### src/bdfp_cfg.svh
// Purpose: constants of the bias driver fault protection block
// Assumes: 20 MHz mclk, APB register access
// Notes: times are kept in their own unit, cycle counts derive from them
`ifndef BDFP_CFG_SVH
`define BDFP_CFG_SVH
// clock
`define BDFP_CLK_HZ 20000000
`define BDFP_NS_PER_S 1000000000
`define BDFP_CYC(ns) ((((ns) * (`BDFP_CLK_HZ / 1000000)) + 999) / 1000)
// qualifier and blanking times in ns
`define BDFP_QUAL_NS 100
`define BDFP_OV_BLANK_NS 1300
`define BDFP_SETTLE_NS 100000
`define BDFP_QUAL_CYC `BDFP_CYC(`BDFP_QUAL_NS)
`define BDFP_OV_BLANK_CYC `BDFP_CYC(`BDFP_OV_BLANK_NS)
`define BDFP_SETTLE_CYC `BDFP_CYC(`BDFP_SETTLE_NS)
// long times in us
`define BDFP_SS_US 1500
`define BDFP_RESTART_US 100000
`define BDFP_SLOW_UP_US 2100
`define BDFP_SLOW_DN_US 180000
`define BDFP_US_CYC(us) ((us) * (`BDFP_CLK_HZ / 1000000))
// slow timer up step, down step derives from the two times
`define BDFP_SLOW_UP_STEP 600
// current limits in mA
`define BDFP_TOP_LIMIT_MA 1000
`define BDFP_FAST_MAX_MA 5000
`define BDFP_FAST_MULT 5
`define BDFP_LEVELS 6
// limit pin delta voltage decode bounds in mV (50 uA times Rth)
`define BDFP_DV_L1_MV 12'd985
`define BDFP_DV_L2_MV 12'd712
`define BDFP_DV_L3_MV 12'd500
`define BDFP_DV_L4_MV 12'd325
`define BDFP_DV_L5_MV 12'd185
// register offsets
`define BDFP_OFF_CTRL 12'h000
`define BDFP_OFF_STATUS 12'h004
`define BDFP_OFF_SLOW 12'h008
`define BDFP_OFF_MEAS 12'h00C
`define BDFP_CTRL_RESET 1'b1
// fault cause bits
`define BDFP_CAUSE_SLOW 0
`define BDFP_CAUSE_FAST 1
`define BDFP_CAUSE_OV 2
`define BDFP_CAUSE_TSD 3
`endif

### src/bdfp_pkg.sv
// Purpose: types of the bias driver fault protection block
// Assumes: constants come from bdfp_cfg.svh
// Notes: whole module state is one packed struct
`include "bdfp_cfg.svh"
package bdfp_pkg;
  typedef enum logic [2:0] {
    ST_MREG = 3'h0,
    ST_MON = 3'h1,
    ST_MOFF = 3'h2,
    ST_SOFT = 3'h3,
    ST_RUN = 3'h4,
    ST_FAULT = 3'h5
  } bdfp_state_t;

  typedef struct packed {
    bdfp_state_t state;
    logic [10:0] s1;
    logic [10:0] s2;
    logic ls_on_d;
    logic [31:0] tmr;
    logic [31:0] slow_cnt;
    logic [4:0] slow_q;
    logic [4:0] fast_q;
    logic [5:0] ov_q;
    logic cyc_over;
    logic prev_over;
    logic [11:0] meas_on;
    logic [11:0] meas_off;
    logic [2:0] level;
    logic [3:0] cause;
    logic allow;
    logic src_en;
    logic pin_oe;
    logic sw_en;
    logic fault;
    logic [10:0] slow_ma;
    logic [12:0] fast_ma;
    logic pready;
    logic pslverr;
    logic [31:0] prdata;
  } bdfp_regs_t;
endpackage

### src/bdfp_top.sv
// Purpose: fault supervisor for an isolated-bias half-bridge transformer driver
// Assumes: analog comparators and limit pin converter sit outside, APB host
// Notes: pin comparator levels pass two flops; adc_mv is on mclk already
//
// Chosen here: the placing of the registers and the APB interface to the registers.
`include "bdfp_cfg.svh"

// Summary of operation
// - slow trip when low-side current overruns limit every cycle for 2.1 ms
// - slow detector sees low-side current only while flowing into switch node
// - fast trip when either switch exceeds five times limit for 100 ns
// - slow protection disabled during soft-start
// - fast threshold fixed at 5 A during soft-start
// - after soft-start slow limit is programmed value, fast is five times it
// - slow timer counts up in cycles over limit longer than 100 ns
// - slow timer counts down in cycles never over limit longer than 100 ns
// - up from zero to trip takes 2.1 ms, down to zero takes 180 ms
// - fast path rejects overcurrent pulses shorter than 100 ns
// - wait 100 ms restart delay after overcurrent trip
// - after regulator settles, toggle 50 uA source and sample pin each state
// - limit from sample difference, then leave source off for dead-time use
// - six limit levels, largest resistance lowest, smallest gives full limit
// - highest slow limit equals 1 A
// - overvoltage trips only after 1.3 us above fixed level
// - overvoltage enters fault mode, stops switching, pulls fault pin low
// - overvoltage restart after 100 ms and only below release level
// - thermal shutdown enters fault mode, stops switching, pulls pin low
// - thermal fault holds until temperature below release hysteresis
// - 1.5 ms soft-start at start-up and every fault recovery
// - fault pin low from either side inhibits all switching
module bdfp_top #(
  parameter int unsigned SS_CYC = `BDFP_US_CYC(`BDFP_SS_US),
  parameter int unsigned RESTART_CYC = `BDFP_US_CYC(`BDFP_RESTART_US),
  parameter int unsigned SLOW_UP_CYC = `BDFP_US_CYC(`BDFP_SLOW_UP_US),
  parameter int unsigned SLOW_DN_CYC = `BDFP_US_CYC(`BDFP_SLOW_DN_US)
) (
  input wire logic mclk,
  input wire logic reset,
  input wire logic psel,
  input wire logic penable,
  input wire logic pwrite,
  input wire logic [11:0] paddr,
  input wire logic [31:0] pwdata,
  output logic [31:0] prdata,
  output logic pready,
  output logic pslverr,
  input wire logic regulator_ok,
  input wire logic ls_on,
  input wire logic into_switch_node,
  input wire logic ls_over_limit,
  input wire logic hs_over_fast,
  input wire logic ls_over_fast,
  input wire logic ov_above_trip,
  input wire logic ov_below_release,
  input wire logic thermal_shutdown,
  input wire logic thermal_cool,
  input wire logic fault_pin_in,
  input wire logic [11:0] adc_mv,
  output logic fault_pin_out,
  output logic fault_pin_oe,
  output logic cur_src_en,
  output logic switching_enable,
  output logic fault_mode,
  output logic [10:0] programmed_current_limit,
  output logic [12:0] fast_limit_ma
);
  localparam logic [31:0] QUAL = 32'(`BDFP_QUAL_CYC);
  localparam logic [31:0] OV_BLANK = 32'(`BDFP_OV_BLANK_CYC);
  localparam logic [31:0] SETTLE = 32'(`BDFP_SETTLE_CYC);
  localparam logic [31:0] UP_STEP = 32'(`BDFP_SLOW_UP_STEP);
  localparam logic [31:0] SLOW_TRIP = 32'(SLOW_UP_CYC * `BDFP_SLOW_UP_STEP);
  localparam logic [31:0] DN_STEP = 32'(SLOW_UP_CYC * `BDFP_SLOW_UP_STEP / SLOW_DN_CYC);

  bdfp_pkg::bdfp_regs_t r;
  bdfp_pkg::bdfp_regs_t n;

  logic reg_ok_s, ls_on_s, into_s, ls_ovl_s, hs_fast_s, ls_fast_s;
  logic ov_s, ov_rel_s, tsd_s, cool_s, pin_s;
  logic slow_cond, fast_cond, slow_trip, fast_trip, ov_trip, running, access;
  logic [11:0] dv;

  // synchronised comparator and pin levels, second stage only
  assign {reg_ok_s, ls_on_s, into_s, ls_ovl_s, hs_fast_s, ls_fast_s,
          ov_s, ov_rel_s, tsd_s, cool_s, pin_s} = r.s2;
  assign running = (r.state == bdfp_pkg::ST_SOFT) || (r.state == bdfp_pkg::ST_RUN);
  // slow detector: low side, current into node, normal running only
  assign slow_cond = ls_on_s && into_s && ls_ovl_s && (r.state == bdfp_pkg::ST_RUN);
  assign fast_cond = (hs_fast_s || ls_fast_s) && running;
  // fast trip needs the level held for the whole qualifier
  assign fast_trip = fast_cond && ({27'h0, r.fast_q} == QUAL - 32'h1);
  assign slow_trip = (r.state == bdfp_pkg::ST_RUN) && r.prev_over &&
                     (r.slow_cnt + UP_STEP >= SLOW_TRIP);
  assign ov_trip = ov_s && running && ({26'h0, r.ov_q} == OV_BLANK - 32'h1);
  assign access = psel && penable && !r.pready;
  assign dv = (r.meas_on > adc_mv) ? r.meas_on - adc_mv : 12'h000;

  // next state of the whole block
  always_comb begin
    n = r;
    n.s1 = {regulator_ok, ls_on, into_switch_node, ls_over_limit, hs_over_fast,
            ls_over_fast, ov_above_trip, ov_below_release, thermal_shutdown,
            thermal_cool, fault_pin_in};
    n.s2 = r.s1;
    n.ls_on_d = ls_on_s;
    // qualifier counters, saturating
    n.fast_q = fast_cond ? ((r.fast_q == 5'h1F) ? r.fast_q : r.fast_q + 5'h01) : 5'h00;
    n.slow_q = slow_cond ? ((r.slow_q == 5'h1F) ? r.slow_q : r.slow_q + 5'h01) : 5'h00;
    n.ov_q = (ov_s && running) ? ((r.ov_q == 6'h3F) ? r.ov_q : r.ov_q + 6'h01) : 6'h00;
    // per switching cycle verdict, closed at each low-side turn-on
    if (slow_cond && ({27'h0, r.slow_q} >= QUAL)) begin
      n.cyc_over = 1'b1;
    end
    if (ls_on_s && !r.ls_on_d) begin
      n.prev_over = n.cyc_over;
      n.cyc_over = 1'b0;
    end
    // up-down slow timer, frozen outside normal running
    if (r.state == bdfp_pkg::ST_RUN) begin
      if (r.prev_over) begin
        n.slow_cnt = r.slow_cnt + UP_STEP;
      end else begin
        n.slow_cnt = (r.slow_cnt > DN_STEP) ? r.slow_cnt - DN_STEP : 32'h0;
      end
    end
    if (r.tmr != 32'h0) begin
      n.tmr = r.tmr - 32'h1;
    end
    // sequencer
    case (r.state)
      bdfp_pkg::ST_MREG: begin
        if (reg_ok_s) begin
          n.state = bdfp_pkg::ST_MON;
          n.tmr = SETTLE;
        end
      end
      bdfp_pkg::ST_MON: begin
        if (r.tmr == 32'h0) begin
          n.meas_on = adc_mv;
          n.state = bdfp_pkg::ST_MOFF;
          n.tmr = SETTLE;
        end
      end
      bdfp_pkg::ST_MOFF: begin
        if (r.tmr == 32'h0) begin
          n.meas_off = adc_mv;
          // larger delta means larger divider resistance, lower limit
          if (dv >= `BDFP_DV_L1_MV) begin
            n.level = 3'h1;
          end else if (dv >= `BDFP_DV_L2_MV) begin
            n.level = 3'h2;
          end else if (dv >= `BDFP_DV_L3_MV) begin
            n.level = 3'h3;
          end else if (dv >= `BDFP_DV_L4_MV) begin
            n.level = 3'h4;
          end else if (dv >= `BDFP_DV_L5_MV) begin
            n.level = 3'h5;
          end else begin
            n.level = 3'h6;
          end
          n.state = bdfp_pkg::ST_SOFT;
          n.tmr = 32'(SS_CYC);
        end
      end
      bdfp_pkg::ST_SOFT: begin
        if (r.tmr == 32'h0) begin
          n.state = bdfp_pkg::ST_RUN;
        end
      end
      bdfp_pkg::ST_RUN: begin
      end
      bdfp_pkg::ST_FAULT: begin
        // delay and release conditions must all hold
        if ((r.tmr == 32'h0) && (!r.cause[`BDFP_CAUSE_OV] || ov_rel_s) &&
            (!r.cause[`BDFP_CAUSE_TSD] || cool_s)) begin
          n.state = bdfp_pkg::ST_SOFT;
          n.tmr = 32'(SS_CYC);
        end
      end
      default: begin
        n.state = bdfp_pkg::ST_MREG;
      end
    endcase
    // any trip enters the common fault mode
    if (running && (slow_trip || fast_trip || ov_trip || tsd_s)) begin
      n.state = bdfp_pkg::ST_FAULT;
      n.tmr = 32'(RESTART_CYC);
      n.slow_cnt = 32'h0;
      n.cyc_over = 1'b0;
      n.prev_over = 1'b0;
      n.cause = {tsd_s, ov_trip, fast_trip, slow_trip};
    end
    // pin side outputs follow the next state
    n.src_en = (n.state == bdfp_pkg::ST_MON);
    n.pin_oe = (n.state == bdfp_pkg::ST_MREG) || (n.state == bdfp_pkg::ST_FAULT);
    n.fault = (n.state == bdfp_pkg::ST_FAULT);
    n.sw_en = ((n.state == bdfp_pkg::ST_SOFT) || (n.state == bdfp_pkg::ST_RUN)) &&
              pin_s && r.allow;
    n.slow_ma = 11'((32'(n.level) * `BDFP_TOP_LIMIT_MA * 2 + `BDFP_LEVELS) /
                    (2 * `BDFP_LEVELS));
    if (n.state == bdfp_pkg::ST_RUN) begin
      n.fast_ma = 13'(32'(n.slow_ma) * `BDFP_FAST_MULT);
    end else begin
      n.fast_ma = 13'(`BDFP_FAST_MAX_MA);
    end
    // a write lands at the completing edge, while pready is seen high
    if (psel && penable && r.pready && pwrite && (paddr == `BDFP_OFF_CTRL)) begin
      n.allow = pwdata[0];
    end
    // apb slave, answers in the second access cycle
    n.pready = access;
    n.pslverr = 1'b0;
    n.prdata = 32'h0;
    if (access) begin
      case (paddr)
        `BDFP_OFF_CTRL: begin
          n.prdata = {31'h0, r.allow};
        end
        `BDFP_OFF_STATUS: begin
          n.prdata = {21'h0, r.sw_en, r.cause, r.level, r.state};
        end
        `BDFP_OFF_SLOW: begin
          n.prdata = r.slow_cnt;
        end
        `BDFP_OFF_MEAS: begin
          n.prdata = {4'h0, r.meas_off, 4'h0, r.meas_on};
        end
        default: begin
          n.pslverr = 1'b1;
        end
      endcase
      if (pwrite) begin
        n.prdata = 32'h0;
      end
    end
  end

  // state register
  always_ff @(posedge mclk) begin
    if (reset) begin
      r <= '0;
      r.state <= bdfp_pkg::ST_MREG;
      r.allow <= `BDFP_CTRL_RESET;
      r.pin_oe <= 1'b1;
      r.fast_ma <= 13'(`BDFP_FAST_MAX_MA);
    end else begin
      r <= n;
    end
  end

  // outputs straight from the state register, except fault_pin_out which is tied low
  assign prdata = r.prdata;
  assign pready = r.pready;
  assign pslverr = r.pslverr;
  assign fault_pin_out = 1'b0;
  assign fault_pin_oe = r.pin_oe;
  assign cur_src_en = r.src_en;
  assign switching_enable = r.sw_en;
  assign fault_mode = r.fault;
  assign programmed_current_limit = r.slow_ma;
  assign fast_limit_ma = r.fast_ma;

  // checks beside the logic they guard
  a_soft_slow_frozen: assert property (@(posedge mclk) disable iff (reset)
    (r.state == bdfp_pkg::ST_SOFT) && ($past(r.state) == bdfp_pkg::ST_SOFT)
    |-> $stable(r.slow_cnt))
    else $error("slow timer moved during soft-start");
  a_soft_fast_max: assert property (@(posedge mclk) disable iff (reset)
    (r.state == bdfp_pkg::ST_SOFT) |-> (r.fast_ma == 13'(`BDFP_FAST_MAX_MA)))
    else $error("fast threshold not at maximum in soft-start");
  a_run_fast_five: assert property (@(posedge mclk) disable iff (reset)
    (r.state == bdfp_pkg::ST_RUN) |-> (32'(r.fast_ma) == 32'(r.slow_ma) * 5))
    else $error("fast threshold not five times limit");
  a_fast_pulse_held: assert property (@(posedge mclk) disable iff (reset)
    $rose(r.cause[`BDFP_CAUSE_FAST]) |-> $past(fast_cond, 1) && $past(fast_cond, 2))
    else $error("fast trip on short pulse");
  a_ov_blank_held: assert property (@(posedge mclk) disable iff (reset)
    $rose(r.cause[`BDFP_CAUSE_OV]) |-> $past(ov_s, 1) && $past(ov_s, 26))
    else $error("overvoltage trip before blanking time");
  a_fault_pin_low: assert property (@(posedge mclk) disable iff (reset)
    (r.state == bdfp_pkg::ST_FAULT) |-> r.pin_oe && !r.sw_en)
    else $error("fault mode without pin pull-down");
  a_pin_inhibit: assert property (@(posedge mclk) disable iff (reset)
    !pin_s |=> !switching_enable)
    else $error("switching while fault pin low");
  a_src_off_after: assert property (@(posedge mclk) disable iff (reset)
    (r.state inside {bdfp_pkg::ST_SOFT, bdfp_pkg::ST_RUN, bdfp_pkg::ST_FAULT})
    |-> !cur_src_en)
    else $error("limit pin source left on");
  a_restart_wait: assert property (@(posedge mclk) disable iff (reset)
    (r.state == bdfp_pkg::ST_FAULT) && (r.tmr != 32'h0) |=> (r.state == bdfp_pkg::ST_FAULT))
    else $error("restart before delay expired");
  a_slow_trip_level: assert property (@(posedge mclk) disable iff (reset)
    $rose(r.cause[`BDFP_CAUSE_SLOW]) |-> ($past(r.slow_cnt) + UP_STEP >= SLOW_TRIP))
    else $error("slow trip below threshold");
  a_thermal_hold: assert property (@(posedge mclk) disable iff (reset)
    (r.state == bdfp_pkg::ST_FAULT) && r.cause[`BDFP_CAUSE_TSD] && !cool_s
    |=> (r.state == bdfp_pkg::ST_FAULT))
    else $error("thermal restart while hot");

  // trip entry, release and timer direction checks
  a_fast_trip_enter: assert property (@(posedge mclk) disable iff (reset)
    fast_cond && $past(fast_cond)
    |=> (r.state == bdfp_pkg::ST_FAULT))
    else $error("fast overcurrent held without trip");
  a_ov_trip_enter: assert property (@(posedge mclk) disable iff (reset)
    ov_trip
    |=> (r.state == bdfp_pkg::ST_FAULT) && r.cause[`BDFP_CAUSE_OV] && r.pin_oe)
    else $error("overvoltage trip without fault mode");
  a_tsd_enter: assert property (@(posedge mclk) disable iff (reset)
    running && tsd_s
    |=> (r.state == bdfp_pkg::ST_FAULT) && r.cause[`BDFP_CAUSE_TSD])
    else $error("thermal shutdown without fault mode");
  a_ov_hold: assert property (@(posedge mclk) disable iff (reset)
    (r.state == bdfp_pkg::ST_FAULT) && r.cause[`BDFP_CAUSE_OV] && !ov_rel_s
    |=> (r.state == bdfp_pkg::ST_FAULT))
    else $error("overvoltage restart above release level");
  a_restart_soft: assert property (@(posedge mclk) disable iff (reset)
    (r.state == bdfp_pkg::ST_FAULT) ##1 (r.state != bdfp_pkg::ST_FAULT)
    |-> (r.state == bdfp_pkg::ST_SOFT) && (r.tmr == 32'(SS_CYC)))
    else $error("fault recovery without soft-start");
  a_soft_full: assert property (@(posedge mclk) disable iff (reset)
    (r.state == bdfp_pkg::ST_SOFT) && (r.tmr != 32'h0)
    |=> (r.state != bdfp_pkg::ST_RUN))
    else $error("soft-start cut short");
  a_limit_ceiling: assert property (@(posedge mclk) disable iff (reset)
    (r.state == bdfp_pkg::ST_RUN)
    |-> (r.slow_ma <= 11'(`BDFP_TOP_LIMIT_MA)))
    else $error("slow limit above top limit");
  a_level_range: assert property (@(posedge mclk) disable iff (reset)
    (r.state inside {bdfp_pkg::ST_SOFT, bdfp_pkg::ST_RUN, bdfp_pkg::ST_FAULT})
    |-> (r.level != 3'h0) && (r.level <= 3'h6))
    else $error("decoded level out of range");
  a_soft_no_slow: assert property (@(posedge mclk) disable iff (reset)
    (r.state == bdfp_pkg::ST_SOFT)
    |=> !$rose(r.cause[`BDFP_CAUSE_SLOW]))
    else $error("slow trip during soft-start");
  a_slow_down: assert property (@(posedge mclk) disable iff (reset)
    (r.state == bdfp_pkg::ST_RUN) && !r.prev_over
    |=> (r.slow_cnt <= $past(r.slow_cnt)))
    else $error("slow timer rose without over cycle");
  a_slow_up: assert property (@(posedge mclk) disable iff (reset)
    (r.state == bdfp_pkg::ST_RUN) && r.prev_over
    |=> (r.slow_cnt == $past(r.slow_cnt) + UP_STEP) || (r.state == bdfp_pkg::ST_FAULT))
    else $error("slow timer missed an up step");
  a_src_on_sample: assert property (@(posedge mclk) disable iff (reset)
    (r.state == bdfp_pkg::ST_MON) && (r.tmr == 32'h0)
    |-> cur_src_en)
    else $error("source off at on-state sample");
endmodule

### config.mk
export PLATFORM = sky130hd
export DESIGN_NAME = bdfp_top
export DESIGN_NICKNAME = d
export VERILOG_FILES = /design/src/bdfp_pkg.sv /design/src/bdfp_top.sv
export VERILOG_INCLUDE_DIRS = /design/src /design/src/src
export SDC_FILE = /design/constraint.sdc
export NUM_CORES = 1
export LEC_CHECK = 0
export CELL_PAD_IN_SITES_DETAIL_PLACEMENT = 1
export CELL_PAD_IN_SITES_GLOBAL_PLACEMENT = 2
export CORE_UTILIZATION = 41
export DETAILED_ROUTE_END_ITERATION = 10
export DONT_BUFFER_PORTS = 1
export PLACE_DENSITY_LB_ADDON = 0.1
export SETUP_SLACK_MARGIN = 0.5
export SYNTH_ARGS = -nofsm -noshare
export SYNTH_HDL_FRONTEND = slang
export SYNTH_SLANG_ARGS = --single-unit
### constraint.sdc
create_clock -name mclk -period 44.4 [get_ports mclk]
set_clock_uncertainty 0.2 [all_clocks]
set_input_delay 4.44 -clock mclk [delete_from_list [all_inputs] [get_ports mclk]]
set_output_delay 4.44 -clock mclk [all_outputs]
set_load 0.005 [all_outputs]
After elaboration in Yosys (flattened, before gate mapping)
Cells that the tools add are included.
Cells by class
  add/subtract/negate cells: 8
  multiply operators: 2
  div/mod/pow operators: 1
  magnitude comparators: 9
  equality and inequality tests: 17
  mux-type cells: 28
  bitwise logic cells: 5
  reductions and logical operators: 50
Operator list (number)
  32-bit 2-to-1 mux: 8
  32-bit case mux with 4 select lines: 2
  53-bit 2-to-1 mux: 1
  3-bit 2-to-1 mux: 11
  32-bit by 10-bit adder with 32-bit output (second input constant): 1
  32-bit by 4-bit divider with 32-bit output (second input constant): 1
  32-bit by 25-bit >= comparator with 1-bit output (second input constant): 1
  32-bit by 3-bit > comparator with 1-bit output (second input constant): 1
  32-bit logical NOT: 1
  32-bit nonzero test: 1
  32-bit by 1-bit subtractor with 32-bit output (second input constant): 1
  32-bit by 3-bit subtractor with 32-bit output (second input constant): 1
  12-bit by 4-bit equality test with 1-bit output (second input constant): 2
  12-bit by 10-bit >= comparator with 1-bit output (second input constant): 2
  12-bit by 9-bit >= comparator with 1-bit output (second input constant): 2
  1-bit logical AND: 21
  3-bit case mux with 6 select lines: 1
  14-bit by 3-bit adder with 15-bit output (second input constant): 1
  11-bit by 3-bit multiplier with 13-bit output (second input constant): 1
  12-bit by 3-bit equality test with 1-bit output (second input constant): 1
  3-bit equality test (second input constant): 4
  12-bit by 8-bit >= comparator with 1-bit output (second input constant): 1
  12-bit > comparator: 1
  12-bit logical NOT: 1
  22 further kinds: 52
Word-level totals
  bits in registers: 202
  input port bits: 72
  word-level logic and storage cells: 146

Longest topological paths before layout
  depth after elaboration: 14
  gate-level depth with buffers: 82
  gate-level depth less buffers: 77

Worst setup path before layout
No wires, ideal clock.
  kind: input to register
  start: input port adc_mv[1]
  end: register r (netlist bit fast_limit_ma[12])
  library setup time: 0.135 ns
  arrival: 18.621 ns
  slack: 25.444 ns
  cell stages on the path: 79
  buffers on the path: 5
  cells stage by stage: inv_1 ha_1 nor2b_1 o21ai_0 a21oi_1 o21ai_0 a21boi_0 o21ai_0 nand2b_1 a21o_1 a21o_1 a21oi_1 o21ai_0 a221oi_1 a211oi_1 o31ai_1 inv_1 ha_1 (+43 left out) ha_1 o21ai_0 nor2_1 o2111ai_1 a21oi_1 inv_1 ha_1 ha_1 a31o_2 a21oi_1 nand2b_1 a21boi_0 o21ai_0 nand2b_1 a21oi_1 nand2b_1 and3_1 o21ai_0
RTL lines
  from (decl): line bdfp_top.sv:58  | input wire logic [11:0] adc_mv,
  to (signal assigned): line bdfp_top.sv:246  | r <= n;
  to (decl): line bdfp_top.sv:74  | bdfp_pkg::bdfp_regs_t r;

==> impl_results.rst <==
.. list-table::
   :header-rows: 1

   * - Metric
     - Value
   * - Number of I/O pins
     - 135
   * - Tightest Hold Check Type
     - flop to flop
   * - Overall fraction of global-route tracks in use
     - 0.254
   * - Place WS
     - 21.89 ns
   * - Final number of max-transition violations
     - 0
   * - Setup total negative slack
     - 0 ns
   * - Synthesized-area fraction occupied by ao, oa, aoi and oai cells
     - 0.238
   * - Cell type of the slowest stage on the worst timing path
     - sky130_fd_sc_hd__fa_1
   * - Final count of negative-setup-slack endpoints
     - 0
   * - Util after Layout
     - 0.439
   * - CP Class
     - input pin to flop
   * - Bufs on Longest Clock Path
     - 3
   * - TritonCTS clock tree
     - yes
   * - Via count
     - between 10,000 and 15,000
   * - Type of element capturing the critical path
     - flop
   * - Routed wire length
     - 44,700 µm
   * - Library cell occupying the most area in the post-synthesis netlist
     - sky130_fd_sc_hd__dfxtp_1
   * - Via density per instance
     - 5.97
   * - Most common cell after layout, fill and taps aside
     - sky130_fd_sc_hd__nor2_1
   * - Pin count of the biggest net entering global routing
     - between 80 and 90
   * - Syn avg cell area
     - 7.72 µm²
   * - Syn Inst Count
     - 1,826
   * - Max-capacitance violation count
     - 0
   * - Period Utilization, post-route
     - 0.499
   * - Top cell type's share of synthesized area
     - 0.287
   * - Global-route wire length before repair
     - 72,100 µm
   * - Most used DFF post-synth
     - sky130_fd_sc_hd__dfxtp_1
   * - Post-layout total power
     - 0.000545 W
   * - Main area contributors after synthesis
     - sky130_fd_sc_hd__dfxtp_1 29%, sky130_fd_sc_hd__nor2_1 5.5%, sky130_fd_sc_hd__ha_1 5.2%
   * - Cell count after placement
     - 2,127
   * - Clock buffers created by TritonCTS
     - 25
   * - # resized after CTS
     - 0
   * - Max Fanout on Critical Path
     - 14
   * - Sinks on Clock Net
     - 202
   * - Starting utilization of the core area
     - 0.418
   * - Global route total overflow
     - 0
   * - Initial antenna violation count
     - 1
   * - Routed wirelength normalized by instance count
     - 20.6 µm
   * - Placement row count
     - 67
   * - Count of final hold-check violations
     - 0
   * - Setup repair after global routing missed its margin
     - no
   * - Synthesis-to-finish area growth
     - 5.04%
   * - Final antenna-violating net count
     - 0
   * - Number of storage elements in the synthesis netlist
     - 202
   * - Synthesized-area fraction occupied by xor and xnor cells
     - 0.0521
   * - Hpwl dp
     - 32,900 µm
   * - IO Port Bufs
     - 0
   * - Die area
     - 35,100 µm²
   * - Via count of the first global-routing pass
     - 13,205
   * - Share of post-route cells with drive strength above 1
     - 0.0772
   * - Final layout net count
     - between 1,500 and 2,000
   * - Ratio of total power to cell area
     - 36.8 nW/µm²
   * - Category of the worst setup path launch point
     - input pin
   * - Core Box Area
     - 33,700 µm²
   * - Main combinational cell family by area after synthesis
     - simple AND/OR/NAND/NOR gates
   * - Fraction of registers with async set or reset after synthesis
     - 0
   * - Warning count from the yosys run
     - 0
   * - Non-filler instance count after layout
     - around 2,200
   * - Clock-pin slew reported for the worst setup and hold paths after clock tree synthesis
     - 0.07 ns
   * - Fmax
     - 45.2 MHz
   * - Vert. Die Dim
     - 187 µm
   * - Fraction of the mapped netlist area in adder cells
     - 0.0609
   * - IR drop worst, VDD
     - 0.0276 mV
   * - Area fraction in and, or, nand and nor cells after synthesis
     - 0.259
   * - Worst path arrival time
     - 22.31 ns
   * - Outcome
     - finished, final reports clean
   * - Sequential fraction of the synthesis area
     - 0.287
   * - Antenna diode count
     - 0
   * - Iter 0 DRT Violations
     - 725
   * - Source-to-sink clock delay at the later pin of the worst-skew pair
     - 0.55 ns
   * - Critical path's largest stage delay
     - between 0.7 and 0.8 ns
   * - H-tree lvl count
     - 1
   * - Multiplexer share of the synthesized area
     - 0.0251
   * - Placer Congestion
     - between 0.8 and 0.9
   * - Post-synthesis instance area
     - around 14,000 µm²
   * - Required time of the critical path
     - 44.57 ns
   * - Top library cells by usage in the layout, fill and taps aside
     - 205 x sky130_fd_sc_hd__nor2_1, 202 x sky130_fd_sc_hd__dfxtp_1, 177 x sky130_fd_sc_hd__nand2_1
   * - EDFF count, synth
     - 0
   * - Slew margin rel.
     - 0.278
   * - Leakage power total
     - 5.82 nW
   * - Distinct cells, synth
     - 107
   * - Final worst-path setup slack
     - roughly 22 ns
   * - Post-CTS Setup Repair Bufs
     - 0
   * - First-pass iteration count of the detailed router
     - 5
   * - Root buffer cell
     - sky130_fd_sc_hd__clkbuf_16
   * - Cts hold-fix bufs
     - 0
   * - Min Clock Period, post-route
     - 22.13 ns
   * - Number of remaining DRC errors
     - 0
   * - Chip width
     - 187 µm
   * - Slew at the pin closest to its max-slew limit
     - approximately 1.1 ns
   * - Total nets after synthesis
     - 1,963
[synth_stat cells, drive strengths merged (19+ instances only)]
library cell	count
nand4	27
nand2	178
nor2b	45
nand2b	30
nor3	69
buf	79
ha	59
a31oi	30
nor4	28
nand3	54
o21ai	75
a211oi	24
a21o	31
inv	65
a21oi	141
and3	28
dfxtp	202
nor2	209
a22oi	31
xor2	40
mux2	19
clkbuf	78
xnor2	43
[power breakdown]
part	switching, W	leakage, nW	internal, W
clock network	0.0000837	0.425	0.000133
registers	0.0000140	1.64	0.000196
logic	0.0000700	3.76	0.0000488
total	0.000168	5.82	0.000378
[worst max-delay path, delay by kind of cell]
family | cells | cell delay (ns)
AO/OA/AOI/OAI | 40 | 9.75
AND/OR/NAND/NOR | 16 | 3.70
adder cells (fa/ha/maj) | 9 | 3.03
buffers and inverters | 9 | 1.26
multiplexers | 1 | 0.10
[state kept, by name, summed over array words and instances (netlist names), 11 cells and up, named ones only]
| name | count |
|---|---|
| fast_limit_ma | 13 |
| programmed_current_limit | 11 |
| r | 117 |
| n | 11 |
| prdata | 32 |
[cell type report]
class | count | area (µm²)
inverters | 67 | 254
flip-flops and latches | 202 | 4040
fillers | 4159 | 18900
repair buffers | 10 | 75.1
clock buffers | 34 | 729
clock inverters | 10 | 145
well taps | 448 | 561
multi-input cells | 1400 | 8990
[through the flow]
step	hold slack [ns]	instance area (µm²)
3_3_place_gp	0.223	13900
3_5_place_dp	0.225	13900
2_1_floorplan	0.214	14100
5_1_grt	0.248	14800
6_report	0.238	14800
4_1_cts	0.239	14800
[per-layer routing]
layer,share of wire,track usage,up-vias
met5,0.00038,0,-
met4,0.033,0.0888,2
met2,0.48,0.439,250
li1,-,-,6271
met1,0.45,0.325,6372
met3,0.034,0.0319,67
[cells by family (layout without fill, tap and decap cells)]
kind of cell | count (synthesis) | count (layout)
AOI/OAI and AO/OA | 475 | 475
xor gates and xnor gates | 83 | 83
adders and majority gates | 65 | 65
buffers and inverters | 224 | 121
DFF | 202 | 202
muxes | 33 | 33
other | 1 | 1
and+or+nand+nor | 743 | 743
[worst paths after layout]
| kind | slack (ns) | from | end | cells past startpoint |
|---|---|---|---|---|
| worst max register to register | 25.81 | r[83]$_SDFFE_PP0P_ | fast_limit_ma[12]$_SDFF_PP1_ | 74 |
| worst min register to register | 0.24 | n[180]$_SDFF_PP0_ | ov_rel_s$_SDFF_PP0_ | 1 |
| worst min-delay path | 0.24 | n[180]$_SDFF_PP0_ | ov_rel_s$_SDFF_PP0_ | 1 |
| worst max-delay path | 22.27 | adc_mv[1] | fast_limit_ma[12]$_SDFF_PP1_ | 75 |
No activity file was read; power rests on OpenSTA's default activity.
